--- config.mk ---
export PLATFORM = sky130hd
export DESIGN_NAME = wwat_top
export DESIGN_NICKNAME = d
export VERILOG_FILES = /design/src/common/wwat_pkg.sv /design/src/wwat_top.sv
export VERILOG_INCLUDE_DIRS = /design/src /design/src/common
export SDC_FILE = /design/constraint.sdc
export NUM_CORES = 1
export LEC_CHECK = 0
export ABC_AREA = 1
export BUFFER_PORTS_ARGS = -buffer_cell sky130_fd_sc_hd__buf_4
export CORE_ASPECT_RATIO = 1.4
export CORE_UTILIZATION = 53
export CTS_BUF_LIST = sky130_fd_sc_hd__clkbuf_4 sky130_fd_sc_hd__clkbuf_8 sky130_fd_sc_hd__clkbuf_16
export CTS_CLUSTER_DIAMETER = 50
export DETAILED_ROUTE_END_ITERATION = 12
export PLACE_DENSITY = 0.83
export REMOVE_ABC_BUFFERS = 1
export SLEW_MARGIN = 20
export SYNTH_ARGS = -nofsm -noshare
export SYNTH_HDL_FRONTEND = slang
export SYNTH_SLANG_ARGS = --single-unit
--- constraint.sdc ---
create_clock -name clk -period 2.6 [get_ports clk]
set_input_delay 0.52 -clock clk [delete_from_list [all_inputs] [get_ports clk]]
set_output_delay 0.52 -clock clk [all_outputs]
set_load 0.03 [all_outputs]
--- src/common/wwat_params.svh ---
// offsets, field positions, codes, reset values and timing counts
// assumes: included by the watchdog top module only
`ifndef WWAT_PARAMS_SVH
`define WWAT_PARAMS_SVH

// ----------------------------------------------------------------------
// register byte addresses
// ----------------------------------------------------------------------
`define WWAT_ADDR_CTRL1    8'h34
`define WWAT_ADDR_CODE     8'h38
`define WWAT_ADDR_STAT     8'h3c

// ----------------------------------------------------------------------
// codes accepted by the code register
// ----------------------------------------------------------------------
`define WWAT_CODE_CLEAR    8'h4e
`define WWAT_CODE_DISABLE  8'hb1
`define WWAT_CODE_ARM      8'hd2

// ----------------------------------------------------------------------
// control register fields
// ----------------------------------------------------------------------
`define WWAT_BIT_OUTSEL    0
`define WWAT_LSB_TIME      1
`define WWAT_MSB_TIME      2
`define WWAT_BIT_EN        3
`define WWAT_BIT_TRAPOUT   4
`define WWAT_BIT_RAMTRAP   5
`define WWAT_CTRL1_RST     6'h39

// ----------------------------------------------------------------------
// status register fields
// ----------------------------------------------------------------------
`define WWAT_STAT_CNT_LSB  0
`define WWAT_STAT_CNT_MSB  1
`define WWAT_STAT_RUN      2
`define WWAT_STAT_RST      3
`define WWAT_STAT_ARMED    4

// ----------------------------------------------------------------------
// timing
// ----------------------------------------------------------------------
`define WWAT_CLK_NS        4
`define WWAT_RST_MAX_NS    96
`define WWAT_RST_CYCLES    (`WWAT_RST_MAX_NS / `WWAT_CLK_NS)
`define WWAT_CNT_LAST      2'h3

`endif

--- src/common/wwat_pkg.sv ---
// types of the watchdog with address trap
// assumes: nothing; used by package-qualified names only
package wwat_pkg;

	// --------------------------------------------------------------------
	// bus and fetch carriers
	// --------------------------------------------------------------------
	typedef struct packed {
		logic        psel;
		logic        penable;
		logic        pwrite;
		logic [7:0]  paddr;
		logic [31:0] pwdata;
	} wwat_apb_req_type;

	typedef struct packed {
		logic        pready;
		logic        pslverr;
		logic [31:0] prdata;
	} wwat_apb_rsp_type;

	typedef struct packed {
		logic        valid;
		logic [15:0] addr;
	} wwat_fetch_type;

	typedef struct packed {
		logic wdog_interrupt;
		logic fetch_trap_interrupt;
		logic sys_reset_req;
	} wwat_event_type;

	// --------------------------------------------------------------------
	// whole state of the block
	// --------------------------------------------------------------------
	typedef struct packed {
		logic [31:0]      pre;
		logic [1:0]       cnt;
		logic             outsel;
		logic [1:0]       time_sel;
		logic             en;
		logic             run;
		logic             trapout;
		logic             ramsel;
		logic             ramarm;
		logic [4:0]       rstcnt;
		wwat_event_type   ev;
		wwat_apb_rsp_type rsp;
	} wwat_state_type;

endpackage

--- src/wwat_top.sv ---
// watchdog supervisor with instruction-fetch address trap, apb slave
// assumes: fetch, mode and fs tick inputs come from logic on clk;
// clk is the high-frequency system clock
//
// Contract
// - enable bit holds one after reset; supervision runs at once
// - detection time field picks overflow of 2^25..2^19 fc or 2^17..2^11 fs
// - output select zero: overflow raises watchdog interrupt, no reset
// - once output select is written zero, writes of one are ignored
// - control register is write-only, reads undefined; no read-modify-write
// - disable code acts only while enable bit already holds zero
// - binary counter held cleared while the watchdog is disabled
// - watchdog interrupt is non-maskable, independent of master flag
// - new watchdog interrupt taken at once even while one is serviced
// - reset output: overflow resets hardware for at most 24 fc periods
// - ram trap select takes effect only after the arming code; reset arms it directly, without the code
// - fetch from special-function or debug area always traps
// - trap output zero: trapped fetch raises non-maskable trap interrupt
// - new trap interrupt taken at once, earlier one left nested
// - trap output one: trapped fetch resets for at most 24 fc periods
// - count pauses during stop, idle and sleep, resumes from held value
// - clear code clears only the binary counter, not the prescaler
`timescale 1ns/10ps
`include "wwat_params.svh"

module wwat_top #(
	parameter int          FC_QTR_LOG2 = 23,
	parameter int          FS_QTR_LOG2 = 15,
	parameter logic [15:0] SFR_LO      = 16'h0000,
	parameter logic [15:0] SFR_HI      = 16'h003f,
	parameter logic [15:0] RAM_LO      = 16'h0040,
	parameter logic [15:0] RAM_HI      = 16'h083f,
	parameter logic [15:0] DBR_LO      = 16'h0f80,
	parameter logic [15:0] DBR_HI      = 16'h0fff
) (
	input  wire logic                      clk,
	input  wire logic                      rstn,
	input  wire wwat_pkg::wwat_apb_req_type apb_req,
	output wwat_pkg::wwat_apb_rsp_type      apb_rsp,
	input  wire wwat_pkg::wwat_fetch_type   fetch,
	input  wire logic                      prescaler_source_select,
	input  wire logic                      low_speed_mode_one,
	input  wire logic                      fs_tick,
	input  wire logic                      count_pause,
	output wwat_pkg::wwat_event_type        events
);

	// --------------------------------------------------------------------
	// elaboration checks
	// --------------------------------------------------------------------
	// below 7 the fastest selection would leave no prescaler bit to test
	if (FC_QTR_LOG2 < 7 || FC_QTR_LOG2 > 31) begin : g_fc_range
		$error("fc quarter period exponent out of range");
	end
	if (FS_QTR_LOG2 < 7 || FS_QTR_LOG2 > 31) begin : g_fs_range
		$error("fs quarter period exponent out of range");
	end

	// --------------------------------------------------------------------
	// helpers
	// --------------------------------------------------------------------
	// low prescaler bits that must all be set for a quarter-period tick
	function automatic logic [31:0] tick_mask(
		input logic [1:0] sel,
		input logic       slow
	);
		int lg;
		lg = (slow ? FS_QTR_LOG2 : FC_QTR_LOG2) - 2 * int'(sel);
		return (32'h1 << lg) - 32'h1;
	endfunction

	function automatic logic in_area(
		input logic [15:0] a,
		input logic [15:0] lo,
		input logic [15:0] hi
	);
		return (a >= lo) && (a <= hi);
	endfunction

	function automatic logic known_addr(input logic [7:0] a);
		return a == `WWAT_ADDR_CTRL1 || a == `WWAT_ADDR_CODE ||
			a == `WWAT_ADDR_STAT;
	endfunction

	// --------------------------------------------------------------------
	// state
	// --------------------------------------------------------------------
	wwat_pkg::wwat_state_type s_ff;
	wwat_pkg::wwat_state_type nxt_s;

	logic        setup;
	logic        wr;
	logic        wr_ctrl;
	logic        wr_code;
	logic [7:0]  code;
	logic        slow;
	logic        adv;
	logic [31:0] m;
	logic        tick;
	logic        ovf;
	logic        trap;

	always_comb begin
		nxt_s = s_ff;
		nxt_s.ev = '0;
		nxt_s.rsp.pready = 1'b0;
		nxt_s.rsp.pslverr = 1'b0;

		// ----- apb slave: answer one cycle after setup
		setup = apb_req.psel && !apb_req.penable;
		wr = apb_req.psel && apb_req.penable && s_ff.rsp.pready &&
			apb_req.pwrite && !s_ff.rsp.pslverr;
		wr_ctrl = wr && apb_req.paddr == `WWAT_ADDR_CTRL1;
		wr_code = wr && apb_req.paddr == `WWAT_ADDR_CODE;
		code = apb_req.pwdata[7:0];
		if (setup) begin
			nxt_s.rsp.pready = 1'b1;
			nxt_s.rsp.pslverr = !known_addr(apb_req.paddr);
			nxt_s.rsp.prdata = 32'h0;
			if (!apb_req.pwrite &&
				apb_req.paddr == `WWAT_ADDR_STAT) begin
				nxt_s.rsp.prdata[`WWAT_STAT_CNT_MSB:`WWAT_STAT_CNT_LSB] =
					s_ff.cnt;
				nxt_s.rsp.prdata[`WWAT_STAT_RUN] = s_ff.run;
				nxt_s.rsp.prdata[`WWAT_STAT_RST] = s_ff.ev.sys_reset_req;
				nxt_s.rsp.prdata[`WWAT_STAT_ARMED] = s_ff.ramarm;
			end
		end

		// ----- control register write
		if (wr_ctrl) begin
			nxt_s.outsel = apb_req.pwdata[`WWAT_BIT_OUTSEL] &&
				s_ff.outsel;
			nxt_s.time_sel =
				apb_req.pwdata[`WWAT_MSB_TIME:`WWAT_LSB_TIME];
			nxt_s.en = apb_req.pwdata[`WWAT_BIT_EN];
			nxt_s.trapout = apb_req.pwdata[`WWAT_BIT_TRAPOUT];
			nxt_s.ramsel = apb_req.pwdata[`WWAT_BIT_RAMTRAP];
			if (apb_req.pwdata[`WWAT_BIT_EN])
				nxt_s.run = 1'b1;
		end

		// ----- code register write; other values do nothing
		if (wr_code && code == `WWAT_CODE_DISABLE &&
			!s_ff.en)
			nxt_s.run = 1'b0;
		if (wr_code && code == `WWAT_CODE_ARM)
			nxt_s.ramarm = s_ff.ramsel;

		// ----- prescaler and two-stage binary counter
		slow = prescaler_source_select || low_speed_mode_one;
		adv = !count_pause && (!slow || fs_tick);
		m = tick_mask(s_ff.time_sel, slow);
		tick = adv && ((s_ff.pre & m) == m);
		ovf = 1'b0;
		if (adv)
			nxt_s.pre = s_ff.pre + 32'h1;
		if (!s_ff.run) begin
			nxt_s.cnt = 2'h0;
		end else if (wr_code && code == `WWAT_CODE_CLEAR) begin
			nxt_s.cnt = 2'h0;
		end else if (tick) begin
			ovf = s_ff.cnt == `WWAT_CNT_LAST;
			nxt_s.cnt = s_ff.cnt + 2'h1;
		end

		// ----- fetch trap decode
		trap = fetch.valid &&
			(in_area(fetch.addr, SFR_LO, SFR_HI) ||
			in_area(fetch.addr, DBR_LO, DBR_HI) ||
			(s_ff.ramarm && in_area(fetch.addr, RAM_LO, RAM_HI)));

		// ----- interrupt pulses, not gated by any mask
		nxt_s.ev.wdog_interrupt = ovf && !s_ff.outsel;
		nxt_s.ev.fetch_trap_interrupt =
			trap && !s_ff.trapout;

		// ----- reset request held a bounded number of cycles
		nxt_s.ev.sys_reset_req = s_ff.ev.sys_reset_req;
		if (s_ff.ev.sys_reset_req) begin
			if (s_ff.rstcnt == 5'h0)
				nxt_s.ev.sys_reset_req = 1'b0;
			else
				nxt_s.rstcnt = s_ff.rstcnt - 5'h1;
		end else if ((ovf && s_ff.outsel) ||
			(trap && s_ff.trapout)) begin
			nxt_s.ev.sys_reset_req = 1'b1;
			nxt_s.rstcnt = 5'(`WWAT_RST_CYCLES - 1);
		end
	end

	always_ff @(posedge clk or negedge rstn) begin
		if (!rstn) begin
			s_ff <= '0;
			s_ff.outsel <= 1'(`WWAT_CTRL1_RST >> `WWAT_BIT_OUTSEL);
			s_ff.time_sel <= 2'(`WWAT_CTRL1_RST >> `WWAT_LSB_TIME);
			s_ff.en <= 1'(`WWAT_CTRL1_RST >> `WWAT_BIT_EN);
			s_ff.run <= 1'b1;
			s_ff.trapout <= 1'(`WWAT_CTRL1_RST >> `WWAT_BIT_TRAPOUT);
			s_ff.ramsel <= 1'(`WWAT_CTRL1_RST >> `WWAT_BIT_RAMTRAP);
			s_ff.ramarm <= 1'(`WWAT_CTRL1_RST >> `WWAT_BIT_RAMTRAP);
		end else begin
			s_ff <= nxt_s;
		end
	end

	// --------------------------------------------------------------------
	// outputs
	// --------------------------------------------------------------------
	assign apb_rsp = s_ff.rsp;
	assign events = s_ff.ev;

endmodule

==> results.sh <==
export IMPL_outcome="completed"
export IMPL_netlist_area_um2=3660
export IMPL_slew_headroom=0.542
export IMPL_place_area_um2=3930
export IMPL_setup_tns_final_ps=0
export IMPL_cts_buffers=5
export IMPL_power_leakage_nw=2.07
export IMPL_ant_nets=0
export IMPL_holdBufCountCts=0
export IMPL_clkTransAtPathRegs_ps=100
export IMPL_grt_use_total=0.232
export IMPL_powerDensity_nw_per_um2=467
export IMPL_regToRegEndpoint="s_ff[38]$_DFFE_PN0P_"
export IMPL_start_kind="register"
export IMPL_min_period_ps=2310
export IMPL_dp_hpwl_mm=6.27
export IMPL_ys_top_cells_by_count="nand2_1, inv_1, dfrtp_1"
export IMPL_grt_remaining_overflow=0
export IMPL_fin_nets=601
export IMPL_crit_start="s_ff[48]$_DFFE_PN0P_"
export IMPL_drtIter0Drc=145
export IMPL_synth_cell_types=37
export IMPL_critPathKind="register to register"
export IMPL_r2r_slack_ps=290
export IMPL_max_stage_delay_ps=500
export IMPL_clockBufferDepth=2
export IMPL_cts_sinks=55
export IMPL_die_height_um=100
export IMPL_drive_gt1_frac=0.158
export IMPL_routed_via_density=5.01
export IMPL_grt_start_max_net_pins=56
export IMPL_arrival_ps=2530
export IMPL_avgSynthCellArea_um2=7.48
export IMPL_start_util=0.553
export IMPL_gp_congestion=0.901
export IMPL_io_pins=103
export IMPL_postCtsResizedCells=0
export IMPL_grt_pass1_wl_mm=13.2
export IMPL_syn2layout_area_growth_pct=9.95
export IMPL_vias=3116
export IMPL_netlist_area_leader_share=0.335
export IMPL_maxCapViolCount=0
export IMPL_postCtsSetupRepairBufs=0
export IMPL_cts_root_buf="clkbuf_8"
export IMPL_drc=0
export IMPL_htree_levels=2
export IMPL_num_antenna_cells=0
export IMPL_timing_rr_start="s_ff[48]$_DFFE_PN0P_"
export IMPL_synth_most_common_cell="nand2_1"
export IMPL_die_area_um2=7240
export IMPL_wire_per_inst_um=12.7
export IMPL_synth_ff_type="dfrtp_1"
export IMPL_ys_ff_latch=55
export IMPL_port_buffers=45
export IMPL_worstPathRequired_ps=2810
export IMPL_synthCells=489
export IMPL_core_area_um2=6610
export IMPL_worst_pin_slew_ps=686
export IMPL_cp_common_cell="nand2_1"
export IMPL_slew_violations=0
export IMPL_first_pass_iters=4
export IMPL_cts_tree="yes"
export IMPL_routed_wirelength_mm=7.92
export IMPL_synth_edf_count=0
export IMPL_clock_latency_ps=310
export IMPL_hold_violations=0
export IMPL_cp_end_kind="register"
export IMPL_yosys_top_cells_area="dfrtp_1, nand2_1, buf_4"
export IMPL_critPathMaxFanout=10
export IMPL_fmax_ghz=0.433
export IMPL_antenna_found_initial=0
export IMPL_rsz0062_at_grt="false"
export IMPL_die_w_um=72.2
export IMPL_irDropWorstVdd_v=0.000391
export IMPL_rows=35
export IMPL_synth_seq_area_share=0.378
export IMPL_grt_pass1_vias=3060
export IMPL_crit_path_top_delay_cell="dfrtp_1"
export IMPL_setup_viol=0
export IMPL_final_period_utilization=0.889
export IMPL_hp_class="input pin to asynchronous set/reset pin"
export IMPL_stdcell_area_um2=4020
export IMPL_rr_worst_depth=14
export IMPL_asyncSetResetFlopFracSynth=1.00
export IMPL_finClkSkew_ps=12.7
export IMPL_path_cells="nand2_1 > inv_1 > nand2_1 > ha_1 > a21oi_1 > nand2_1 > nor2_1 > nand2_1 > nor2_1 > nand4_2 > nand2_4 > nand2_4 > nand2_1 > nand2_1"
export IMPL_synth_area_leader_cell="dfrtp_1"
export IMPL_synth_warnings=0
layout by cell type, fill, tap and decap left out, types with 2 or more instances in the layout:
cell type    n
nor2_4       6
nor4_1       8
clkbuf_8     6
nor2_2       4
nand3_1     35
o21ai_0     20
nor3_1      18
xnor2_1      6
nand3b_1     2
xor2_1      23
nand2_1    128
ha_1         6
nand4_1      8
a21oi_1      5
nand2_2      5
dfrtp_1     49
nand2_4      2
dfstp_2      6
conb_1      27
inv_1       60
buf_4       47
clkinv_1     2
nor2_1      42
layer usage:
layer  GRT usage  vias to the layer above  routed length [um]
met3      0.0291                       18                 284
met1       0.243                     1450                3050
met5           0                        -                   0
met4      0.0890                        0                 217
li1            -                     1567                   -
met2       0.456                       81                4370
report_power, final:
part	switching, mW	internal [mW]	total, mW
Clock	0.273	0.226	0.499
Combinational	0.264	0.133	0.397
Sequential	0.0648	0.919	0.984
how the worst max path moves through the flow:
stage                     depth (start not counted)                    to  slack [ps]
after floorplan                                  14  s_ff[40]$_DFFE_PN0P_         520
final                                            14  s_ff[38]$_DFFE_PN0P_         290
after global placement                           15  s_ff[38]$_DFFE_PN0P_         230
after CTS                                        14  s_ff[38]$_DFFE_PN0P_         310
after global routing                             14  s_ff[38]$_DFFE_PN0P_         110
after detailed placement                         15  s_ff[38]$_DFFE_PN0P_         170
logic make-up (layout without fill, tap and decap cells):
kind of cell	Yosys count	in the layout	synth area share
adder cells (fa/ha/maj)	6	6	0.0205
flip-flops	55	55	0.378
AO/OA/AOI/OAI	30	30	0.0434
multiplexers	1	1	0.00308
other	1	27	0.00103
XOR/XNOR	29	29	0.0694
buffers and inverters	102	117	0.145
AND/OR/NAND/NOR	265	265	0.340
cell type report:
type,instances,area (um2)
inverter,62,233
clock buffer,7,90.1
timing repair buffer,47,353
tap,92,115
sequential,55,1380
multi-input combinational,358,1840
fill,619,2590
clock inverter,1,5.00
worst max-delay path: cells and delay by family (launching register included):
kind / cells / cell delay [ps]
DFF: 1 / 500
adders and majority gates: 1 / 330
and+or+nand+nor: 11 / 1040
AOI/OAI and AO/OA: 1 / 250
buffers and inverters: 1 / 110
sequential cells by signal (all words and copies together) (netlist names):
name	cells
apb_rsp	7
events	3
s_ff	45
stage by stage:
stage | hold slack, ps | power (mW) | cells | worst slack, ps | util
2_1_floorplan | 224 | 1.26 | 475 | 516 | -
3_3_place_gp | 455 | 1.38 | 614 | 231 | 0.594
3_5_place_dp | 465 | 1.40 | 614 | 170 | 0.594
4_1_cts | 276 | 1.89 | 622 | 312 | 0.608
5_1_grt | 307 | 1.97 | 622 | 111 | 0.608
6_report | 232 | 1.88 | 622 | 288 | 0.608
Power figures use the tool's default switching activity.
